`src/tpso_pkg.sv`:
```
/*
 * Shared constants and carriers for the trace port status/packet output
 * stage. Assumes one core clock; no software-visible registers.
 */
package tpso_pkg;

    // Pipeline status codes
    localparam logic [3:0] ST_EXEC    = 4'h0;
    localparam logic [3:0] ST_EXEC_D  = 4'h1;
    localparam logic [3:0] ST_NEXEC   = 4'h2;
    localparam logic [3:0] ST_NEXEC_D = 4'h3;
    localparam logic [3:0] ST_WAIT    = 4'h4;
    localparam logic [3:0] ST_WAIT_D  = 4'h5;
    localparam logic [3:0] ST_TRIG    = 4'h6;
    localparam logic [3:0] ST_TDIS    = 4'h7;
    localparam logic       ST_FOLD    = 1'h1; // Bit 3 of folded codes

    // Packet bus layout
    localparam int         PKT_W      = 16;
    localparam int         BYTE_W     = 8;
    localparam int         CBIT       = 7;    // Continue bit of a header
    localparam logic [7:0] FILLER     = 8'h66;
    localparam int         OFS_W      = 6;
    localparam int         FIFO_DEPTH = 4;

    // Reset values
    localparam logic [3:0]       RST_STATUS = ST_TDIS;
    localparam logic [PKT_W-1:0] RST_PKT    = 16'h0000;

    typedef enum logic [1:0] {TPSO_W4, TPSO_W8, TPSO_W16} tpso_width_e;

    typedef enum logic [1:0] {OFS_IDLE, OFS_LO, OFS_HI, OFS_GAP} tpso_ofs_e;

    // One byte entering the trace FIFO
    typedef struct packed {
        logic [7:0] data;
        logic       hdr;    // First byte of a non-branch packet
        logic       more;   // Another packet from this cycle follows
        logic       branch; // Byte of a branch address packet
        logic       first;  // First byte of this cycle's group
    } tpso_byte_s;

    // Core pipeline view for one cycle
    typedef struct packed {
        logic instr;
        logic exec;
        logic fold;
        logic fold_taken;
        logic mispredict;
        logic data_abort;
        logic cancelled;
        logic drop_fetch;
        logic mem_wait;
        logic multi_cycle;
    } tpso_core_s;

endpackage : tpso_pkg

```
`src/tpso_trace_out.sv`:
```
/*
 * Trace FIFO and trace port output stage: status code every cycle, packet
 * bytes drained onto a 4, 8 or 16 pin bus. Assumes the packet source
 * presents one byte per cycle and the port width is static while tracing.
 */
`timescale 1ns/1ns

// Byte FIFO with first-word fall-through and a second read lane
module tpso_fifo
    import tpso_pkg::*;
#(
    parameter int W = 12,
    parameter int D = 4
) (
    input  wire logic         clock,
    input  wire logic         rst,
    input  wire logic         in_valid,
    output logic              in_ready,
    input  wire logic [W-1:0] in_data,
    output logic              out_valid,
    input  wire logic         out_ready,
    output logic      [W-1:0] out_data,
    output logic              out2_valid,
    input  wire logic         out2_ready,
    output logic      [W-1:0] out2_data,
    output logic              full,
    output logic              empty
);
    localparam int PW = $clog2(D);
    localparam int CW = $clog2(D + 1);

    logic [W-1:0]  mem_r [D];
    logic [PW-1:0] wr_r;
    logic [PW-1:0] rd_r;
    logic [CW-1:0] cnt_r;
    logic          push;
    logic          pop1;
    logic          pop2;
    logic [CW-1:0] pops;

    // Empty FIFO passes the input straight through, so no cycle is lost
    assign empty      = (cnt_r == '0);
    assign full       = (cnt_r == CW'(D));
    assign in_ready   = !full;
    assign push       = in_valid && in_ready;
    assign out_valid  = !empty || in_valid;
    assign out_data   = empty ? in_data : mem_r[rd_r];
    assign out2_valid = (cnt_r >= CW'(2)) || (cnt_r == CW'(1) && in_valid);
    assign out2_data  = (cnt_r >= CW'(2)) ? mem_r[PW'(rd_r + 1'b1)] : in_data;
    assign pop1       = out_valid && out_ready;
    assign pop2       = pop1 && out2_valid && out2_ready;
    assign pops       = CW'(pop1) + CW'(pop2);

    // Storage; a bypassed byte is written and skipped in the same edge
    always_ff @(posedge clock) begin
        if (push) begin
            mem_r[wr_r] <= in_data;
        end
    end

    // Pointers and fill level
    always_ff @(posedge clock) begin
        if (rst) begin
            wr_r  <= '0;
            rd_r  <= '0;
            cnt_r <= '0;
        end else begin
            wr_r  <= PW'(wr_r + PW'(push));
            rd_r  <= PW'(rd_r + PW'(pops));
            cnt_r <= CW'(cnt_r + CW'(push) - pops);
        end
    end
endmodule : tpso_fifo

module tpso_trace_out
    import tpso_pkg::*;
(
    input  wire logic             clock,
    input  wire logic             rst,
    input  tpso_width_e           port_width,
    input  wire logic             trace_en,
    input  tpso_core_s            core,
    input  wire logic             trigger,
    input  wire logic             ofs_req,
    input  wire logic [OFS_W-1:0] ofs_val,
    input  wire logic             pkt_valid,
    output logic                  pkt_ready,
    input  tpso_byte_s            pkt_in,
    output logic [3:0]            pipeline_status,
    output logic [PKT_W-1:0]      trace_packet_bus
);
    localparam int EW = $bits(tpso_byte_s);

    tpso_byte_s       fin;
    tpso_byte_s       hd;
    tpso_byte_s       hd2;
    logic             f_hv;
    logic             f_h2v;
    logic             f_pop;
    logic             f_pop2;
    logic             f_empty;
    logic             with_data;
    logic             exec_eff;
    logic             waiting;
    logic             drain;
    logic             ofs_start;
    logic             ofs_act;
    logic             ofs_pend_r;
    logic [OFS_W-1:0] ofs_val_r;
    tpso_ofs_e        ofs_st_r;
    tpso_ofs_e        ofs_st_nxt;
    tpso_ofs_e        ofs_emit;
    logic             nib_r;
    logic             nib_nxt;
    logic [3:0]       base;
    logic [3:0]       status_r;
    logic [3:0]       status_nxt;
    logic [PKT_W-1:0] pkt_r;
    logic [PKT_W-1:0] pkt_nxt;
    logic [7:0]       hd_q;

    // Continue bit is forced from the source's framing flag
    always_comb begin
        fin = pkt_in;
        if (pkt_in.hdr) begin
            fin.data[CBIT] = pkt_in.more;
        end
    end

    tpso_fifo #(
        .W (EW),
        .D (FIFO_DEPTH)
    ) u_fifo (
        .clock      (clock),
        .rst        (rst),
        .in_valid   (pkt_valid),
        .in_ready   (pkt_ready),
        .in_data    (fin),
        .out_valid  (f_hv),
        .out_ready  (f_pop),
        .out_data   (hd),
        .out2_valid (f_h2v),
        .out2_ready (f_pop2),
        .out2_data  (hd2),
        .full       (),
        .empty      (f_empty)
    );

    // A group's first byte accepted marks this cycle as with-data
    assign with_data = pkt_valid && pkt_ready && pkt_in.first;
    assign exec_eff  = core.exec || core.data_abort;
    assign waiting   = core.drop_fetch || core.mem_wait || core.multi_cycle;

    // Offset output starts only on a byte boundary and never under a trigger
    assign ofs_start = ofs_pend_r && ofs_st_r == OFS_IDLE && !nib_r && !trigger;
    assign ofs_emit  = ofs_start ? OFS_LO : ofs_st_r;
    assign ofs_act   = ofs_emit != OFS_IDLE;
    assign drain     = !trigger && !ofs_act;

    // Status the core cycle would give without a trigger or offset
    always_comb begin
        if (trace_en && core.instr) begin
            // First executing cycle is the only one flagged by the core
            // Cancelled instructions keep whatever outcome the core gave
            if (core.fold && !core.mispredict) begin
                base = {ST_FOLD, !core.fold_taken, !exec_eff, with_data};
            end else if (core.fold) begin
                base = {2'b00, !core.fold_taken, with_data};
            end else begin
                base = {2'b00, !exec_eff, with_data};
            end
        end else if (with_data) begin
            base = ST_WAIT_D;
        end else if (f_hv || nib_r || waiting) begin
            base = ST_WAIT;
        end else begin
            base = ST_TDIS;
        end
    end

    // Next status and pins, with pops and nibble phase
    always_comb begin
        status_nxt = base;
        pkt_nxt    = '0; // Idle trace-disabled keeps bit 0 low
        f_pop      = 1'b0;
        f_pop2     = 1'b0;
        nib_nxt    = nib_r;
        ofs_st_nxt = ofs_st_r;
        if (trigger) begin
            // Trigger is never held back, so it may lead its cause
            status_nxt = ST_TRIG;
            if (ofs_pend_r || ofs_st_r != OFS_IDLE) begin
                pkt_nxt[3:0] = ST_TDIS;
            end else if (base == ST_TDIS) begin
                pkt_nxt[3:0] = ST_WAIT;
            end else begin
                pkt_nxt[3:0] = base;
            end
        end else if (ofs_act) begin
            status_nxt = ST_TDIS;
            unique case (ofs_emit)
                OFS_LO: begin
                    pkt_nxt[0] = 1'b1;
                    if (port_width == TPSO_W4) begin
                        pkt_nxt[3:1] = ofs_val_r[2:0];
                        ofs_st_nxt   = OFS_HI;
                    end else begin
                        pkt_nxt[OFS_W:1] = ofs_val_r;
                        ofs_st_nxt       = OFS_IDLE;
                    end
                end
                OFS_HI: begin
                    pkt_nxt[0]   = 1'b1;
                    pkt_nxt[3:1] = ofs_val_r[5:3];
                    ofs_st_nxt   = OFS_GAP;
                end
                OFS_GAP: begin
                    ofs_st_nxt = OFS_IDLE;
                end
                OFS_IDLE: begin
                    ofs_st_nxt = OFS_IDLE;
                end
            endcase
        end else if (f_hv) begin
            // Drain every cycle there is data, so groups abut
            unique case (port_width)
                TPSO_W4: begin
                    if (nib_r) begin
                        pkt_nxt[3:0] = hd.data[7:4];
                        f_pop        = 1'b1;
                        nib_nxt      = 1'b0;
                    end else begin
                        pkt_nxt[3:0] = hd.data[3:0];
                        nib_nxt      = 1'b1;
                    end
                end
                TPSO_W8: begin
                    pkt_nxt[7:0] = hd.data;
                    f_pop        = 1'b1;
                end
                TPSO_W16: begin
                    pkt_nxt[7:0] = hd.data;
                    f_pop        = 1'b1;
                    f_pop2       = f_h2v;
                    pkt_nxt[15:8] = f_h2v ? hd2.data : FILLER;
                end
                default: begin
                    pkt_nxt = '0;
                end
            endcase
        end
    end

    // Offset request latch; a new request wins over the start
    always_ff @(posedge clock) begin
        if (rst) begin
            ofs_pend_r <= 1'b0;
            ofs_val_r  <= '0;
        end else if (ofs_req) begin
            ofs_pend_r <= 1'b1;
            ofs_val_r  <= ofs_val;
        end else if (ofs_start) begin
            ofs_pend_r <= 1'b0;
        end
    end

    // Offset sequence holds under a trigger, slipping one cycle
    always_ff @(posedge clock) begin
        if (rst) begin
            ofs_st_r <= OFS_IDLE;
            nib_r    <= 1'b0;
        end else if (!trigger) begin
            ofs_st_r <= ofs_st_nxt;
            nib_r    <= nib_nxt;
        end
    end

    // Registered pins; reset shows trace disabled with a quiet bus
    always_ff @(posedge clock) begin
        if (rst) begin
            status_r <= RST_STATUS;
            pkt_r    <= RST_PKT;
        end else begin
            status_r <= status_nxt;
            pkt_r    <= pkt_nxt;
        end
    end

    assign pipeline_status  = status_r;
    assign trace_packet_bus = pkt_r;

    // Head byte one cycle back, for the checks below
    always_ff @(posedge clock) begin
        hd_q <= hd.data;
    end
endmodule : tpso_trace_out

```
`config.mk`:
```
export PLATFORM = sky130hd
export DESIGN_NAME = tpso_trace_out
export DESIGN_NICKNAME = d
export VERILOG_FILES = /design/src/tpso_pkg.sv /design/src/tpso_trace_out.sv
export SDC_FILE = /design/constraint.sdc
export NUM_CORES = 1
export LEC_CHECK = 0
export ABC_AREA = 1
export BUFFER_PORTS_ARGS = -buffer_cell sky130_fd_sc_hd__buf_2
export CAP_MARGIN = 5
export CORE_ASPECT_RATIO = 0.8
export CORE_MARGIN = 8
export CORE_UTILIZATION = 60
export CTS_CLUSTER_DIAMETER = 80
export DETAILED_ROUTE_END_ITERATION = 6
export PLACE_DENSITY = 0.84
export SETUP_SLACK_MARGIN = 0.05
export SLEW_MARGIN = 10
export SYNTH_ARGS = -nofsm -noshare
export SYNTH_HDL_FRONTEND = slang
export SYNTH_SLANG_ARGS = --single-unit
```
`constraint.sdc`:
```
create_clock -name clock -period 4.75 [get_ports clock]
set_clock_uncertainty 0.05 [all_clocks]
set_input_delay 0.2375 -clock clock [delete_from_list [all_inputs] [get_ports clock]]
set_output_delay 0.2375 -clock clock [all_outputs]
set_load 0.05 [all_outputs]
```
==> impl_metrics.yaml <==
timing:
  setup_viol: 0
  clock.fmax_mhz: 285
  setup_slack_ns: 1.24
  worst-slew-pin-transition_ns: 1.08
  period_needed_ns: 3.51
  grt_setup_unrepaired: "no"
  tns_ns: 0
  slew_headroom: 0.276
  finalHoldViolCount: 0
  fin_crit_sh: 0.740
  final-max-slew-violation-count: 0
yosys:
  synth_enable_flop_cells: 32
  synth_seq_cells: 69
  avgSynthCellArea_um2: 8.27
  netlist_instances: 411
  yosys_synthesis_warning_count: 0
  mappedNetlistArea_mm2: 0.00340
  synth-async-reset-ratio: 0
  synth_flop_cell: "sky130_fd_sc_hd__dfxtp_1"
  synth.net_count: 460
  synth.yosys.seq_area_share: 0.500
  yosys.cell_types.count: 36
critical_path:
  path_class: "reg2reg"
  data_required_time_of_the_critical_path_ns: 4.98
  path_delay_family: "adder cells"
  cp_slowest_stage_delay_ns: 0.38
  path_buf_inv: 3
  cp_common_cell: "sky130_fd_sc_hd__ha_1"
  timing.critical_path.fanout_max: 5
  ordered_list_of_cells_on_the_worst_path: "nor2_1 > inv_1 > nor4_1 > nor2_1 > ha_1 > inv_2 > nor3_2 > nand2_1 > nor4_1 > ha_1 > ha_1 > inv_1 > ha_1 > fa_1 > or2_1 > a21oi_1"
  slowest_stage: "sky130_fd_sc_hd__dfxtp_1"
  startpoint_type_of_the_worst_setup_path: "register"
  endpoint_kind: "register"
  cp_data_arrival_time_ns: 3.75
power_and_ir_drop:
  post-layout-total-power_mw: 1.79
  p_leak_nw: 1.80
  ir_worst_vdd_mv: 0.380
  p_per_cell_area_mw_per_mm2: 458
floorplanning:
  floorplan.die_area_mm2: 0.00835
  rows: 24
  die_h_um: 83.3
  top_level_ports: 57
  initial_utilization: 0.622
  chipWidth_um: 100
  core_area_mm2: 0.00547
clocking:
  htree_num_levels: 3
  cts_setup_buffers: 0
  tritoncts_num_sinks: 69
  path_clk_slew_ns: 0.07
  cts_resized: 0
  cts_inserted_buffers: 9
  tritoncts: "yes"
  post_cts_hold_buffer_count: 0
  clock_latency_ns: 0.35
  ctsLongestPathBuffers: 2
  root_buffer: "sky130_fd_sc_hd__clkbuf_8"
global_route:
  global_route.usage.total: 0.207
  grt_pass1_vias: 2857
  antenna_found_initial: 0
  grt_first_pass_wirelength_um: 13600
  grt_max_degree: 33
  globalRouteOverflowTotal: 0
drt:
  drt_pass1_iterations: 5
  drt_iter0_drc: 288
  drc: 0
  dr_total_vias: 3014
  avgRoutedWirePerCell_um: 15.4
  via_per_inst: 5.48
  totalWireLength_um: 8480
  drt.antenna.violating_nets: 0
placed_design:
  gpl.final_weighted_congestion: 0.894
  io_buffer_count: 54
  dpl_worst_slack_ns: 1.32
  post-dp-hpwl_um: 6170
  post_dp_cell_area_mm2: 0.00373
cells_and_area:
  layout.filler_cells: 437
  total_number_of_nets_in_the_final_design: 516
  syn2layout_area_growth_pct: 14.9
  register_area_mm2: 0.00170
  drive_gt1_frac: 0.191
  post-route-cell-area_mm2: 0.00391
  num_antenna_cells: 0
  multi_input_logic_area_mm2: 0.00137
worst_hold_path:
  holdCritPathClass: "in2reg"
run_status:
  outcome: "finished, final reports clean"
flow_run:
  drv_cap: 0
[cell type report]
cell class,count,share of cell area
clock buffer,12,0.0397
clock inverter,4,0.00544
inverter,68,0.0660
multi-input combinational,261,0.352
sequential,69,0.435
tap,78,0.0250
timing repair buffer,58,0.0768
[routing by layer]
metal	GRT usage	share of wire	vias to the layer above
li1	-	-	1485
met1	0.257	0.44	1380
met2	0.325	0.46	138
met3	0.0742	0.092	11
met4	0.0630	0.010	0
met5	0	0	-
[cell usage after synthesis, drive strengths merged (2+ instances only)]
cell type | n | area [µm²]
o32ai | 3 | 26.3
a22oi | 2 | 15.0
o221ai | 2 | 17.5
clkbuf | 3 | 11.3
o22ai | 5 | 31.3
o211ai | 5 | 37.5
ha | 12 | 150
a31oi | 4 | 25.0
xnor2 | 2 | 17.5
nand4 | 5 | 31.3
nor4 | 2 | 12.5
o21ai | 31 | 155
edfxtp | 32 | 961
or2 | 4 | 25.0
inv | 68 | 258
nor3 | 9 | 55.1
a21oi | 34 | 174
dfxtp | 37 | 741
nand3 | 21 | 105
nor2 | 28 | 110
nand2 | 87 | 329
buf | 10 | 61.3
[metrics by stage]
stage	hold slack, ns	std cells	util
finish	0.0817	550	0.715
global route	0.0743	550	0.715
CTS	0.0706	550	0.714
detailed placement	0.404	534	0.682
global placement	0.396	534	0.682
floorplan	0.286	411	-
[power by group]
| part | switching, mW | total, mW | internal (mW) |
|---|---|---|---|
| clock | 0.212 | 0.428 | 0.216 |
| combinational | 0.440 | 0.626 | 0.186 |
| sequential | 0.0454 | 0.737 | 0.691 |
| total | 0.697 | 1.79 | 1.09 |
[flip-flops by register name (all words and copies together), names as in the netlist]
name,count
ofs_val_r,6
u_fifo.rd_r,2
nib_r,1
trace_packet_bus,16
ofs_st_r,2
u_fifo.wr_r,2
ofs_pend_r,1
u_fifo.cnt_r,3
u_fifo.mem_r,32
pipeline_status,4
[final timing paths]
check	startpoint	end	slack [ns]	depth (start not counted)
worst max register to register	ofs_st_r[1]	u_fifo.cnt_r[2]	1.24	16
worst min-delay path	pkt_in[4]	u_fifo.mem_r[3][4]	0.08	1
worst min register to register	ofs_val_r[0]	ofs_val_r[0]	0.41	2
worst max-delay path	ofs_st_r[1]	u_fifo.cnt_r[2]	1.24	16
[cells by family (layout without fill, tap and decap cells)]
family / Yosys count / after routing / share of synthesized area
AOI/OAI and AO/OA: 88 / 88 / 0.146
xor gates and xnor gates: 3 / 3 / 0.00773
adders and majority gates: 13 / 13 / 0.0500
buffers and inverters: 81 / 142 / 0.0971
DFF: 69 / 69 / 0.500
and+or+nand+nor: 157 / 157 / 0.198
[placed cells by master, fill, tap and decap left out, types with 2 or more instances in the layout]
master                     synthesis  final
sky130_fd_sc_hd__nand2_1          86     86
sky130_fd_sc_hd__inv_1            58     58
sky130_fd_sc_hd__buf_2             7     54
sky130_fd_sc_hd__dfxtp_1          37     37
sky130_fd_sc_hd__a21oi_1          33     33
sky130_fd_sc_hd__edfxtp_1         32     32
sky130_fd_sc_hd__nor2_1           26     26
sky130_fd_sc_hd__nand3_1          21     21
sky130_fd_sc_hd__o21ai_1          17     17
sky130_fd_sc_hd__o21ai_0          14     14
sky130_fd_sc_hd__ha_1             12     12
sky130_fd_sc_hd__clkbuf_8          0     11
sky130_fd_sc_hd__inv_2             9      9
sky130_fd_sc_hd__nor3_1            7      6
sky130_fd_sc_hd__nand4_1           5      5
sky130_fd_sc_hd__o211ai_1          5      5
sky130_fd_sc_hd__o22ai_1           5      5
sky130_fd_sc_hd__a31oi_1           4      4
sky130_fd_sc_hd__or2_1             4      4
sky130_fd_sc_hd__buf_4             2      4
sky130_fd_sc_hd__nor3_2            2      3
sky130_fd_sc_hd__o32ai_1           3      3
sky130_fd_sc_hd__clkinv_2          0      3
sky130_fd_sc_hd__nor4_1            2      2
sky130_fd_sc_hd__inv_4             1      2
sky130_fd_sc_hd__nor2_2            2      2
sky130_fd_sc_hd__o221ai_1          2      2
sky130_fd_sc_hd__xnor2_1           2      2
sky130_fd_sc_hd__a22oi_1           2      2
(Power assumes the default switching activity.)
